--- src/amrc_pkg.sv ---
package amrc_pkg;

  // ----------------------------------------
  // Register offsets on the link
  // ----------------------------------------
  localparam logic [7:0] OFS_X_AXIS = 8'h00;
  localparam logic [7:0] OFS_Y_AXIS = 8'h01;
  localparam logic [7:0] OFS_Z_AXIS = 8'h02;
  localparam logic [7:0] OFS_TILT = 8'h03;
  localparam logic [7:0] OFS_RATE_STATUS = 8'h04;
  localparam logic [7:0] OFS_SLEEP_COUNT = 8'h05;
  localparam logic [7:0] OFS_OP_CTRL = 8'h07;
  localparam logic [7:0] OFS_RATE_CFG = 8'h08;
  localparam logic [7:0] OFS_TAP_CFG = 8'h09;

  // ----------------------------------------
  // Reset values
  // ----------------------------------------
  localparam logic [7:0] RST_OP_CTRL = 8'h00;
  localparam logic [7:0] RST_RATE_CFG = 8'h00;
  localparam logic [7:0] RST_BYTE = 8'h00;

  // ----------------------------------------
  // Field positions
  // ----------------------------------------
  localparam int BIT_RUN = 0;
  localparam int BIT_UNUSED = 1;
  localparam int BIT_TEST = 2;
  localparam int BIT_AWE = 3;
  localparam int BIT_ASE = 4;
  localparam int BIT_SLEEP_PRESCALE_SELECT = 5;
  localparam int BIT_IPP = 6;
  localparam int BIT_IAH = 7;
  localparam int ACTIVE_RATE_FIELD_LSB = 0;
  localparam int WAKE_RATE_FIELD_LSB = 3;
  localparam int TILT_DEBOUNCE_FIELD_LSB = 5;
  localparam int TILT_SHAKE = 7;
  localparam int TILT_TAP = 5;
  localparam logic [2:0] TAP_RATE_CODE = 3'h0;
  localparam logic [1:0] BAFRO_FRONT = 2'h1;
  localparam logic [1:0] BAFRO_BACK = 2'h2;
  localparam logic [1:0] BAFRO_UNKNOWN = 2'h0;

  // ----------------------------------------
  // Timing
  // ----------------------------------------
  localparam int unsigned CLK_PERIOD_NS = 4;
  localparam int unsigned NS_PER_US = 1000;
  localparam int unsigned CYC_PER_US = NS_PER_US / CLK_PERIOD_NS;
  localparam int unsigned TAP_REFRESH_US = 260;
  localparam int unsigned T_AM0_US = 8360;
  localparam int unsigned T_AM1_US = 15625;
  localparam int unsigned T_AM2_US = 31250;
  localparam int unsigned T_AM3_US = 62500;
  localparam int unsigned T_AM4_US = 125000;
  localparam int unsigned T_AM5_US = 250000;
  localparam int unsigned T_AM6_US = 500000;
  localparam int unsigned T_AM7_US = 1000000;
  localparam logic [3:0] PRESCALE_LAST = 4'hF;

  // ----------------------------------------
  // Host controller Avalon map
  // ----------------------------------------
  localparam logic [3:0] AVS_CMD = 4'h0;
  localparam logic [3:0] AVS_STATUS = 4'h4;
  localparam logic [3:0] AVS_RDATA = 4'h8;
  localparam int CMD_WRITE_BIT = 16;
  localparam int ST_BUSY = 0;
  localparam int ST_IRQ = 1;
  localparam int ST_REFUSED = 2;
  localparam int ST_DONE = 3;

  // Device operating states
  typedef enum logic [2:0] {
    RS_STANDBY,
    RS_TEST,
    RS_ACTIVE,
    RS_SLEEP_RUN,
    RS_WAKE
  } amrc_rate_state_t;

  // Host link sequencer states
  typedef enum logic [1:0] {
    HS_IDLE,
    HS_START,
    HS_REQ
  } amrc_host_state_t;

endpackage

--- src/amrc_link_if.sv ---
interface amrc_link_if;
  // Transaction framing: start pulses at the address acknowledge
  logic start;
  logic req;
  logic we;
  logic [7:0] addr;
  logic [7:0] wdata;
  logic ack;
  logic [7:0] rdata;
  // Interrupt pin, two drive signals plus resolved wire with pull-up
  logic irq_drv;
  logic irq_oe_n;
  logic irq_wire;

  assign irq_wire = irq_oe_n ? 1'b1 : irq_drv;

  modport dev_mp(input start, req, we, addr, wdata, output ack, rdata, irq_drv, irq_oe_n);
  modport host_mp(output start, req, we, addr, wdata, input ack, rdata, irq_wire);
endinterface

--- src/amrc_device.sv ---
// Our own choice: the Avalon-MM register port.
module amrc_device
  import amrc_pkg::*;
#(
  parameter int unsigned P_CYC_PER_US = CYC_PER_US
) (
  // Clock and reset
  input wire logic i_ref_clk,
  input wire logic i_arst_n,
  // Link to the host
  amrc_link_if.dev_mp lnk,
  // Measurement front end
  input wire logic [5:0] i_meas_x,
  input wire logic [5:0] i_meas_y,
  input wire logic [5:0] i_meas_z,
  input wire logic i_shake,
  // Status toward the system
  output logic o_sample_tick,
  output logic [7:0] o_tilt
);

  // ----------------------------------------
  // Declarations
  // ----------------------------------------
  logic [7:0] op_ctrl_reg; // Operating control
  logic [7:0] rate_cfg_reg; // Sample rate configuration
  logic [7:0] sleep_limit_reg; // Sleep count limit
  logic [7:0] tap_cfg_reg; // Tap threshold register
  logic [5:0] x_reg, y_reg, z_reg; // Axis outputs
  logic [5:0] sx_reg, sy_reg, sz_reg; // Slow tap filters
  logic [7:0] tilt_reg; // Orientation status
  logic [1:0] cand_reg; // Debounce candidate
  logic [2:0] deb_cnt_reg; // Debounce match count
  logic ack_reg; // Link answer
  logic [7:0] rdata_reg; // Link read data
  logic irq_pend_reg; // Interrupt pending
  logic irq_drv_reg, irq_oe_n_reg; // Pin drive
  logic [31:0] smp_cnt_reg; // Sample period counter
  logic [31:0] tap_cnt_reg; // Tap refresh counter
  logic [3:0] pre_cnt_reg; // Sleep prescaler
  logic [7:0] sleep_cnt_reg; // Sleep counter
  logic smp_tick_reg; // Sample strobe
  amrc_rate_state_t state_reg, state_next;
  logic take, wr, rd, restart, running, use_wake, test_on;
  logic sleep_clk, timeout, tap_tick, tap_hit, axis_load, test_load;
  logic tilt_event, shake_ev, event_any;
  logic [31:0] period;
  logic [1:0] bafro_new;

  // ----------------------------------------
  // Link decode
  // ----------------------------------------
  assign take = lnk.req & ~ack_reg;
  assign wr = take & lnk.we;
  assign rd = take & ~lnk.we;
  // Any control access, or a sleep-count write, restarts sleep timing
  assign restart = (take & (lnk.addr == OFS_OP_CTRL)) | (wr & (lnk.addr == OFS_SLEEP_COUNT));
  assign test_on = op_ctrl_reg[BIT_TEST];
  assign running = (state_reg == RS_ACTIVE) | (state_reg == RS_SLEEP_RUN) | (state_reg == RS_WAKE);
  assign use_wake = (state_reg == RS_WAKE);

  // Sample period from the rate fields
  always_comb begin
    if (use_wake) begin
      case (rate_cfg_reg[WAKE_RATE_FIELD_LSB +: 2])
        2'h0: period = T_AM2_US * P_CYC_PER_US;
        2'h1: period = T_AM3_US * P_CYC_PER_US;
        2'h2: period = T_AM4_US * P_CYC_PER_US;
        default: period = T_AM7_US * P_CYC_PER_US;
      endcase
    end else begin
      case (rate_cfg_reg[ACTIVE_RATE_FIELD_LSB +: 3])
        3'h0: period = T_AM0_US * P_CYC_PER_US;
        3'h1: period = T_AM1_US * P_CYC_PER_US;
        3'h2: period = T_AM2_US * P_CYC_PER_US;
        3'h3: period = T_AM3_US * P_CYC_PER_US;
        3'h4: period = T_AM4_US * P_CYC_PER_US;
        3'h5: period = T_AM5_US * P_CYC_PER_US;
        3'h6: period = T_AM6_US * P_CYC_PER_US;
        default: period = T_AM7_US * P_CYC_PER_US;
      endcase
    end
  end

  // ----------------------------------------
  // Operating state
  // ----------------------------------------
  assign sleep_clk = smp_tick_reg & (state_reg == RS_SLEEP_RUN) &
                     (~op_ctrl_reg[BIT_SLEEP_PRESCALE_SELECT] | (pre_cnt_reg == PRESCALE_LAST));
  // A control access in the same cycle restarts timing, so it must not also time out
  assign timeout = sleep_clk & ~restart & (8'(sleep_cnt_reg + 8'h01) == sleep_limit_reg);

  // Next operating state
  always_comb begin
    state_next = state_reg;
    case (state_reg)
      RS_STANDBY, RS_TEST: begin
        if (op_ctrl_reg[BIT_RUN]) begin
          state_next = op_ctrl_reg[BIT_ASE] ? RS_SLEEP_RUN : RS_ACTIVE;
        end else begin
          state_next = test_on ? RS_TEST : RS_STANDBY;
        end
      end
      RS_ACTIVE: begin
        if (!op_ctrl_reg[BIT_RUN]) state_next = test_on ? RS_TEST : RS_STANDBY;
      end
      RS_SLEEP_RUN: begin
        if (!op_ctrl_reg[BIT_RUN]) state_next = RS_STANDBY;
        else if (timeout) state_next = RS_WAKE;
      end
      RS_WAKE: begin
        if (!op_ctrl_reg[BIT_RUN]) begin
          state_next = RS_STANDBY;
        end else if (op_ctrl_reg[BIT_AWE] & event_any) begin
          state_next = op_ctrl_reg[BIT_ASE] ? RS_SLEEP_RUN : RS_ACTIVE;
        end
      end
      default: state_next = RS_STANDBY;
    endcase
  end

  // State register
  always_ff @(posedge i_ref_clk or negedge i_arst_n) begin
    if (!i_arst_n) state_reg <= RS_STANDBY;
    else state_reg <= state_next;
  end

  // ----------------------------------------
  // Timebases
  // ----------------------------------------
  // Sample period counter, restarted on any operating state change
  always_ff @(posedge i_ref_clk or negedge i_arst_n) begin
    if (!i_arst_n) begin
      smp_cnt_reg <= '0;
      smp_tick_reg <= 1'b0;
    end else if (!running || state_next != state_reg) begin
      smp_cnt_reg <= '0;
      smp_tick_reg <= 1'b0;
    end else if (smp_cnt_reg + 32'h1 >= period) begin
      smp_cnt_reg <= '0;
      smp_tick_reg <= 1'b1;
    end else begin
      smp_cnt_reg <= smp_cnt_reg + 32'h1;
      smp_tick_reg <= 1'b0;
    end
  end

  // Sleep prescaler and counter
  always_ff @(posedge i_ref_clk or negedge i_arst_n) begin
    if (!i_arst_n) begin
      pre_cnt_reg <= '0;
      sleep_cnt_reg <= '0;
    end else if (restart || state_reg != RS_SLEEP_RUN) begin
      pre_cnt_reg <= '0;
      sleep_cnt_reg <= '0;
    end else if (smp_tick_reg) begin
      pre_cnt_reg <= pre_cnt_reg + 4'h1;
      if (sleep_clk) sleep_cnt_reg <= sleep_cnt_reg + 8'h01;
    end
  end

  // Tap refresh every 260 us at the tap rate code
  always_ff @(posedge i_ref_clk or negedge i_arst_n) begin
    if (!i_arst_n) tap_cnt_reg <= '0;
    else if (!running || use_wake || tap_tick) tap_cnt_reg <= '0;
    else tap_cnt_reg <= tap_cnt_reg + 32'h1;
  end
  assign tap_tick = running & ~use_wake & (rate_cfg_reg[ACTIVE_RATE_FIELD_LSB +: 3] == TAP_RATE_CODE) &
                    (tap_cnt_reg + 32'h1 >= TAP_REFRESH_US * P_CYC_PER_US);

  // Fast value is the live reading, slow is a rolling average kept in offset binary
  function automatic logic over_thr(input logic [5:0] f, input logic [5:0] s, input logic [4:0] t);
    logic [5:0] fo;
    logic [5:0] d;
    fo = {~f[5], f[4:0]}; // Signed reading to offset binary keeps order across zero
    d = (fo >= s) ? 6'(fo - s) : 6'(s - fo);
    return d > {1'b0, t};
  endfunction
  assign tap_hit = tap_tick & (over_thr(i_meas_x, sx_reg, tap_cfg_reg[4:0]) |
                   over_thr(i_meas_y, sy_reg, tap_cfg_reg[4:0]) |
                   over_thr(i_meas_z, sz_reg, tap_cfg_reg[4:0]));

  // Slow filters
  always_ff @(posedge i_ref_clk or negedge i_arst_n) begin
    if (!i_arst_n) begin
      sx_reg <= '0;
      sy_reg <= '0;
      sz_reg <= '0;
    end else if (tap_tick) begin
      sx_reg <= 6'(({1'b0, sx_reg} + {1'b0, ~i_meas_x[5], i_meas_x[4:0]}) >> 1);
      sy_reg <= 6'(({1'b0, sy_reg} + {1'b0, ~i_meas_y[5], i_meas_y[4:0]}) >> 1);
      sz_reg <= 6'(({1'b0, sz_reg} + {1'b0, ~i_meas_z[5], i_meas_z[4:0]}) >> 1);
    end
  end

  // ----------------------------------------
  // Registers written over the link
  // ----------------------------------------
  always_ff @(posedge i_ref_clk or negedge i_arst_n) begin
    if (!i_arst_n) begin
      op_ctrl_reg <= RST_OP_CTRL;
      rate_cfg_reg <= RST_RATE_CFG;
      sleep_limit_reg <= RST_BYTE;
      tap_cfg_reg <= RST_BYTE;
    end else if (wr) begin
      case (lnk.addr)
        OFS_OP_CTRL: op_ctrl_reg <= lnk.wdata & ~(8'h01 << BIT_UNUSED);
        OFS_RATE_CFG: rate_cfg_reg <= lnk.wdata;
        OFS_SLEEP_COUNT: sleep_limit_reg <= lnk.wdata;
        OFS_TAP_CFG: tap_cfg_reg <= lnk.wdata;
        default: ;
      endcase
    end
  end

  // Axis outputs: measurements when running, host data in test mode
  assign axis_load = smp_tick_reg & ~test_on;
  assign test_load = wr & (state_reg == RS_TEST) & (lnk.addr <= OFS_Z_AXIS);
  always_ff @(posedge i_ref_clk or negedge i_arst_n) begin
    if (!i_arst_n) begin
      x_reg <= '0;
      y_reg <= '0;
      z_reg <= '0;
    end else if (wr && lnk.addr == OFS_OP_CTRL) begin
      x_reg <= '0;
      y_reg <= '0;
      z_reg <= '0;
    end else if (axis_load) begin
      x_reg <= i_meas_x;
      y_reg <= i_meas_y;
      z_reg <= i_meas_z;
    end else if (test_load) begin
      if (lnk.addr == OFS_X_AXIS) x_reg <= lnk.wdata[5:0];
      if (lnk.addr == OFS_Y_AXIS) y_reg <= lnk.wdata[5:0];
      if (lnk.addr == OFS_Z_AXIS) z_reg <= lnk.wdata[5:0];
    end
  end

  // ----------------------------------------
  // Orientation status
  // ----------------------------------------
  always_comb begin
    if (test_load && lnk.addr == OFS_Z_AXIS) bafro_new = lnk.wdata[5] ? BAFRO_BACK : BAFRO_FRONT;
    else bafro_new = i_meas_z[5] ? BAFRO_BACK : BAFRO_FRONT;
    if (test_load && lnk.addr == OFS_Z_AXIS && lnk.wdata[5:0] == 6'h00) bafro_new = BAFRO_UNKNOWN;
  end
  assign shake_ev = i_shake & ~test_on & axis_load;
  assign tilt_event = (axis_load | (test_load & (lnk.addr == OFS_Z_AXIS))) & (bafro_new != tilt_reg[1:0]) &
                      (test_on | (rate_cfg_reg[TILT_DEBOUNCE_FIELD_LSB +: 3] == 3'h0) |
                       (cand_reg == bafro_new && deb_cnt_reg >= rate_cfg_reg[TILT_DEBOUNCE_FIELD_LSB +: 3]));
  always_ff @(posedge i_ref_clk or negedge i_arst_n) begin
    if (!i_arst_n) begin
      tilt_reg <= RST_BYTE;
      cand_reg <= BAFRO_UNKNOWN;
      deb_cnt_reg <= '0;
    end else if (wr && lnk.addr == OFS_OP_CTRL) begin
      tilt_reg <= RST_BYTE;
      deb_cnt_reg <= '0;
    end else begin
      if (axis_load) begin
        cand_reg <= bafro_new;
        deb_cnt_reg <= (cand_reg == bafro_new && deb_cnt_reg != 3'h7) ? 3'(deb_cnt_reg + 3'h1) : 3'h1;
        tilt_reg[TILT_SHAKE] <= shake_ev;
      end
      if (tilt_event) tilt_reg[1:0] <= bafro_new;
      if (tap_tick) tilt_reg[TILT_TAP] <= tap_hit;
    end
  end

  // ----------------------------------------
  // Interrupt pin
  // ----------------------------------------
  assign event_any = tilt_event | tap_hit | shake_ev;
  // Pending until the next address acknowledge; a new event wins
  always_ff @(posedge i_ref_clk or negedge i_arst_n) begin
    if (!i_arst_n) irq_pend_reg <= 1'b0;
    else if (event_any) irq_pend_reg <= 1'b1;
    else if (lnk.start) irq_pend_reg <= 1'b0;
  end
  always_ff @(posedge i_ref_clk or negedge i_arst_n) begin
    if (!i_arst_n) begin
      irq_drv_reg <= 1'b0;
      irq_oe_n_reg <= 1'b1;
    end else if (op_ctrl_reg[BIT_IPP]) begin
      irq_drv_reg <= irq_pend_reg ~^ op_ctrl_reg[BIT_IAH];
      irq_oe_n_reg <= 1'b0;
    end else begin
      irq_drv_reg <= 1'b0;
      irq_oe_n_reg <= irq_pend_reg ~^ op_ctrl_reg[BIT_IAH];
    end
  end

  // ----------------------------------------
  // Link answer
  // ----------------------------------------
  always_ff @(posedge i_ref_clk or negedge i_arst_n) begin
    if (!i_arst_n) begin
      ack_reg <= 1'b0;
      rdata_reg <= RST_BYTE;
    end else begin
      ack_reg <= take;
      if (rd) begin
        case (lnk.addr)
          OFS_X_AXIS: rdata_reg <= {2'h0, x_reg};
          OFS_Y_AXIS: rdata_reg <= {2'h0, y_reg};
          OFS_Z_AXIS: rdata_reg <= {2'h0, z_reg};
          OFS_TILT: rdata_reg <= tilt_reg;
          OFS_RATE_STATUS: rdata_reg <= {6'h00, use_wake,
                                         (state_reg == RS_ACTIVE) | (state_reg == RS_SLEEP_RUN)};
          OFS_SLEEP_COUNT: rdata_reg <= sleep_limit_reg;
          OFS_OP_CTRL: rdata_reg <= op_ctrl_reg;
          OFS_RATE_CFG: rdata_reg <= rate_cfg_reg;
          OFS_TAP_CFG: rdata_reg <= tap_cfg_reg;
          default: rdata_reg <= RST_BYTE;
        endcase
      end
    end
  end

  assign lnk.ack = ack_reg;
  assign lnk.rdata = rdata_reg;
  assign lnk.irq_drv = irq_drv_reg;
  assign lnk.irq_oe_n = irq_oe_n_reg;
  assign o_sample_tick = smp_tick_reg;
  assign o_tilt = tilt_reg;

endmodule

--- src/flat_wrapper.sv ---
// flat-port wrapper written by rule: the top's interface ports become plain ports
module amrc_device_flat import amrc_pkg::*;
#(
  parameter int unsigned P_CYC_PER_US = CYC_PER_US
)
  (i_ref_clk, i_arst_n, i_meas_x, i_meas_y, i_meas_z, i_shake, o_sample_tick, o_tilt, lnk_start, lnk_req, lnk_we, lnk_addr, lnk_wdata, lnk_ack, lnk_rdata, lnk_irq_drv, lnk_irq_oe_n);
  amrc_link_if lnk_i ();
  input wire logic i_ref_clk;
  input wire logic i_arst_n;
  input wire logic [5:0] i_meas_x;
  input wire logic [5:0] i_meas_y;
  input wire logic [5:0] i_meas_z;
  input wire logic i_shake;
  output logic o_sample_tick;
  output logic [7:0] o_tilt;
  input wire logic [$bits(lnk_i.start)-1:0] lnk_start;
  input wire logic [$bits(lnk_i.req)-1:0] lnk_req;
  input wire logic [$bits(lnk_i.we)-1:0] lnk_we;
  input wire logic [$bits(lnk_i.addr)-1:0] lnk_addr;
  input wire logic [$bits(lnk_i.wdata)-1:0] lnk_wdata;
  output wire logic [$bits(lnk_i.ack)-1:0] lnk_ack;
  output wire logic [$bits(lnk_i.rdata)-1:0] lnk_rdata;
  output wire logic [$bits(lnk_i.irq_drv)-1:0] lnk_irq_drv;
  output wire logic [$bits(lnk_i.irq_oe_n)-1:0] lnk_irq_oe_n;
  assign lnk_i.start = lnk_start;
  assign lnk_i.req = lnk_req;
  assign lnk_i.we = lnk_we;
  assign lnk_i.addr = lnk_addr;
  assign lnk_i.wdata = lnk_wdata;
  assign lnk_ack = lnk_i.ack;
  assign lnk_rdata = lnk_i.rdata;
  assign lnk_irq_drv = lnk_i.irq_drv;
  assign lnk_irq_oe_n = lnk_i.irq_oe_n;
  amrc_device #(.P_CYC_PER_US(P_CYC_PER_US)) u_core (.i_ref_clk(i_ref_clk), .i_arst_n(i_arst_n), .lnk(lnk_i), .i_meas_x(i_meas_x), .i_meas_y(i_meas_y), .i_meas_z(i_meas_z), .i_shake(i_shake), .o_sample_tick(o_sample_tick), .o_tilt(o_tilt));
endmodule
--- config.mk ---
export PLATFORM = sky130hd
export DESIGN_NAME = amrc_device_flat
export DESIGN_NICKNAME = d
export VERILOG_FILES = /design/src/amrc_pkg.sv /design/src/amrc_link_if.sv /design/src/amrc_device.sv /design/src/flat_wrapper.sv
export SDC_FILE = /design/constraint.sdc
export NUM_CORES = 1
export LEC_CHECK = 0
export ABC_AREA = 1
export BUFFER_PORTS_ARGS = -buffer_cell sky130_fd_sc_hd__buf_2
export CORE_MARGIN = 5
export CORE_UTILIZATION = 63
export DETAILED_ROUTE_END_ITERATION = 8
export PLACE_DENSITY = 0.81
export SLEW_MARGIN = 20
export SYNTH_ARGS = -nofsm -noshare
export SYNTH_HDL_FRONTEND = slang
export SYNTH_SLANG_ARGS = --single-unit
--- constraint.sdc ---
create_clock -name i_ref_clk -period 5.3 [get_ports i_ref_clk]
set_input_delay 0 -clock i_ref_clk [delete_from_list [all_inputs] [get_ports i_ref_clk]]
set_output_delay 0 -clock i_ref_clk [all_outputs]
set_load 0.03 [all_outputs]
==> summary.txt <==
Outcome
  – Status: complete, no violations

Critical path
  – Worst setup SP type: register
  – CP required: 5.60 ns
  – Buf/Inv on CP: 6
  – Worst path slowest cell: a31oi_1
  – CP peak stage delay: 0.45 ns
  – Worst Setup End Kind: register
  – Crit path max-delay family: simple AND/OR/NAND/NOR gates
  – Critical path type: reg -> reg
  – Most common cell on crit path: nand2_1
  – CP arrival: around 4.7 ns
  – CP max FO: 29

Synthesis
  – Post-synth EDFFs: 0
  – Mean area per synthesized cell: 7.392 um^2
  – Asr flop ratio synth: 100.0%
  – Post-synthesis sequential area ratio: 33.25%
  – Synth Cell Area: 0.01265 mm^2
  – Share of the synthesized area in the top cell type: 33.04%
  – Synth top area cells: dfrtp_1 33%, nand2_1 12%, ha_1 11%, inv_1 7.6%, o21ai_0 4.8%
  – Post-Syn Instances: 1711
  – Area leader, netlist: dfrtp_1
  – Dominant synthesized flop cell: dfrtp_1
  – Yosys reg bits: 168
  – Number of library cell types mapped by synthesis: 55
  – Synth warn: 0

Pwr
  – Final Total Pwr: between 2 and 3 mW
  – Leak pwr: between 6 and 7 nW
  – Pwr dens: ~210 mW/mm^2
  – Worst VDD drop: 221.6 uV

Global route
  – GRT Total Usage: a little under 30%
  – Wire length of the first global-routing pass: between 50000 and 60000 um
  – Vias in the first global route: roughly 11000
  – GRT overflow: 0
  – Antenna violations before repair: 0
  – Largest net degree at the start of global routing: 67

Placed design
  – Placed insts: approximately 2000
  – GP Congestion: 0.9364
  – Port buffer count: 55
  – Post-DP HPWL: 23930 um
  – Placed cell areas: around 0.013 mm^2
  – Post-place setup slack: 0.9674 ns

Clocking
  – Clk Latency, worst-skew pair: 0.44 ns
  – # resized after CTS: 0
  – Clock root cell: clkbuf_16
  – CTS tree: built
  – Clock Sinks: 168
  – Reg clk slew, reported paths: 0.08 ns
  – Num CTS Buffers: 17
  – CTS H-tree depth: 4
  – Clock Tree Buf Depth: 2

Cells and area
  – Design area: 0.01383 mm^2
  – Layout cells sized above 1: 9.285%
  – Net count reported at finish: 1920
  – Finished Layout Cells: 2043
  – Layout Utilization: 70.62%
  – Area growth, synth to finish: 9.378%

Timing
  – Setup violations, final: 0
  – Worst slew margin: 46.60%
  – TNS Setup: 0 ns
  – Maximum clock rate: 0.2265 GHz
  – Final Max Slew Viols: 0
  – Final hold viol count: 0
  – WHS: around 0.026 ns
  – Max Clock Skew: about 0.02 ns
  – Tcrit/Tclk final: 83.29%
  – Final WS setup: 0.8858 ns
  – Unrepaired setup endpoints after global routing: false
  – Post-layout min period: roughly 4.4 ns
  – Slew @ Worst Pin: ~0.8 ns

Die
  – Core area: 0.01959 mm^2
  – Starting Density: 64.57%
  – Die ar.: between 0.02 and 0.025 mm^2
  – Height of the chip: 151.7 um
  – IO Pins: 60
  – Die Span X: 151.7 um
  – Cell Rows: 51

Routing
  – 1st-iter DRT viols: 900
  – Via density: 5.676
  – Initial DRT Pass Iterations: 5
  – Routed Antenna Nets: 0
  – Avg WL per Cell: 15.67 um
  – Vias: 11596
  – # DRC: 0
  – Total wire length: 32020 um

Job
  – MaxCap Viol Count: 0

Min path
  – Hold WC Path Type: in -> reg
[tightest hold or removal path, cell delays in order]
cell	delay (ns)
buf_2	0.07
inv_1	0.15
o21ai_0	0.20
[cells in the final DEF (no fill, tap or decap), types with 12 or more instances in the layout]
master / netlist / routed
buf_2: 13 / 54
ha_1: 107 / 107
o21ai_0: 122 / 121
dlygate4sd3_1: 0 / 12
nor3_2: 12 / 12
nand3_1: 55 / 55
a21oi_1: 74 / 74
nor3_1: 35 / 35
nand3b_1: 13 / 13
xor2_1: 56 / 56
nor2_1: 147 / 147
o22ai_1: 16 / 16
nand2_2: 12 / 13
clkbuf_16: 0 / 17
nand4_1: 53 / 53
xnor2_1: 19 / 19
nor2_2: 16 / 16
dfrtp_1: 167 / 167
inv_1: 256 / 256
nand2_1: 394 / 393
[kinds of logic after synthesis]
family | share of synthesized area, %
other | 0.02965
adders and majority gates | 12.01
AOI/OAI and AO/OA | 12.26
buffers and inverters | 9.714
and+or+nand+nor | 27.47
muxes | 0.07914
xor gates and xnor gates | 5.193
DFF | 33.25
[per-layer routing]
layer | wire (um) | track usage [%] | vias up
met5 | 0 | 0 | -
met4 | 789 | 8.850 | 0
met3 | 2069 | 4.759 | 75
met2 | 15230 | 48.87 | 426
met1 | 13930 | 38.63 | 5445
li1 | - | - | 5650
[path summary, 6_finish.rpt]
kind,from,endpoint,slack (ns),cells after the start
worst max-delay path,u_core.sy_reg[0],u_core.smp_cnt_reg[11],0.89,31
worst min-delay path,lnk_wdata[1],u_core.sleep_limit_reg[1],0.03,3
worst max register to register,u_core.sy_reg[0],u_core.smp_cnt_reg[11],0.89,31
worst min register to register,u_core.op_ctrl_reg[6],u_core.lnk.irq_oe_n,0.44,1
max in group asynchronous,i_arst_n,u_core.sy_reg[0],3.89,3
min in group asynchronous,i_arst_n,u_core.tap_cnt_reg[4],0.13,2
[cell usage after synthesis (2+ instances only)]
library cell / number
xnor2_1: 19
nand2_2: 12
nor2_4: 9
clkinv_1: 2
inv_2: 4
o21a_1: 11
nand3_1: 55
o31ai_1: 4
ha_1: 107
buf_4: 6
buf_2: 13
nand3_2: 5
fa_1: 9
a21oi_1: 74
xor2_1: 56
nand3b_1: 13
buf_6: 3
a31oi_1: 2
nor3_1: 35
nand2_1: 394
o21bai_1: 4
or2_2: 5
and3_1: 2
inv_1: 256
nor2_2: 16
nor3_2: 12
a21o_1: 2
a211oi_1: 3
nand4_1: 53
o221ai_1: 11
a32oi_1: 2
nor2_1: 147
o22ai_1: 16
o211ai_1: 6
dfrtp_1: 167
o21ai_0: 122
a221oi_1: 6
nor4_1: 4
clkbuf_1: 27
a2111oi_0: 2
[final cells by class]
cell class | instances | area, um^2
clock buffers | 17 | 425.4
fillers | 1591 | 5756
well taps | 265 | 331.6
multi-input cells | 1239 | 7243
inverters | 262 | 983.4
repair buffers | 76 | 469.2
flip-flops and latches | 168 | 4205
diodes | 1 | 2.502
clock inverters | 15 | 173.9
[what timing repair did]
action / CTS / global route
hold buffers: 12 / 0
endpoints found under the setup margin: 0 / 0
hold endpoints to repair: 86 / 0
buffers inserted: 0 / 0
[where the power goes]
| group | switching (mW) | internal (mW) |
|---|---|---|
| Sequential | 0.0321 | 1.32 |
| Combinational | 0.210 | 0.117 |
| Clock | 0.604 | 0.676 |
No activity file was read; power rests on OpenSTA's default activity.
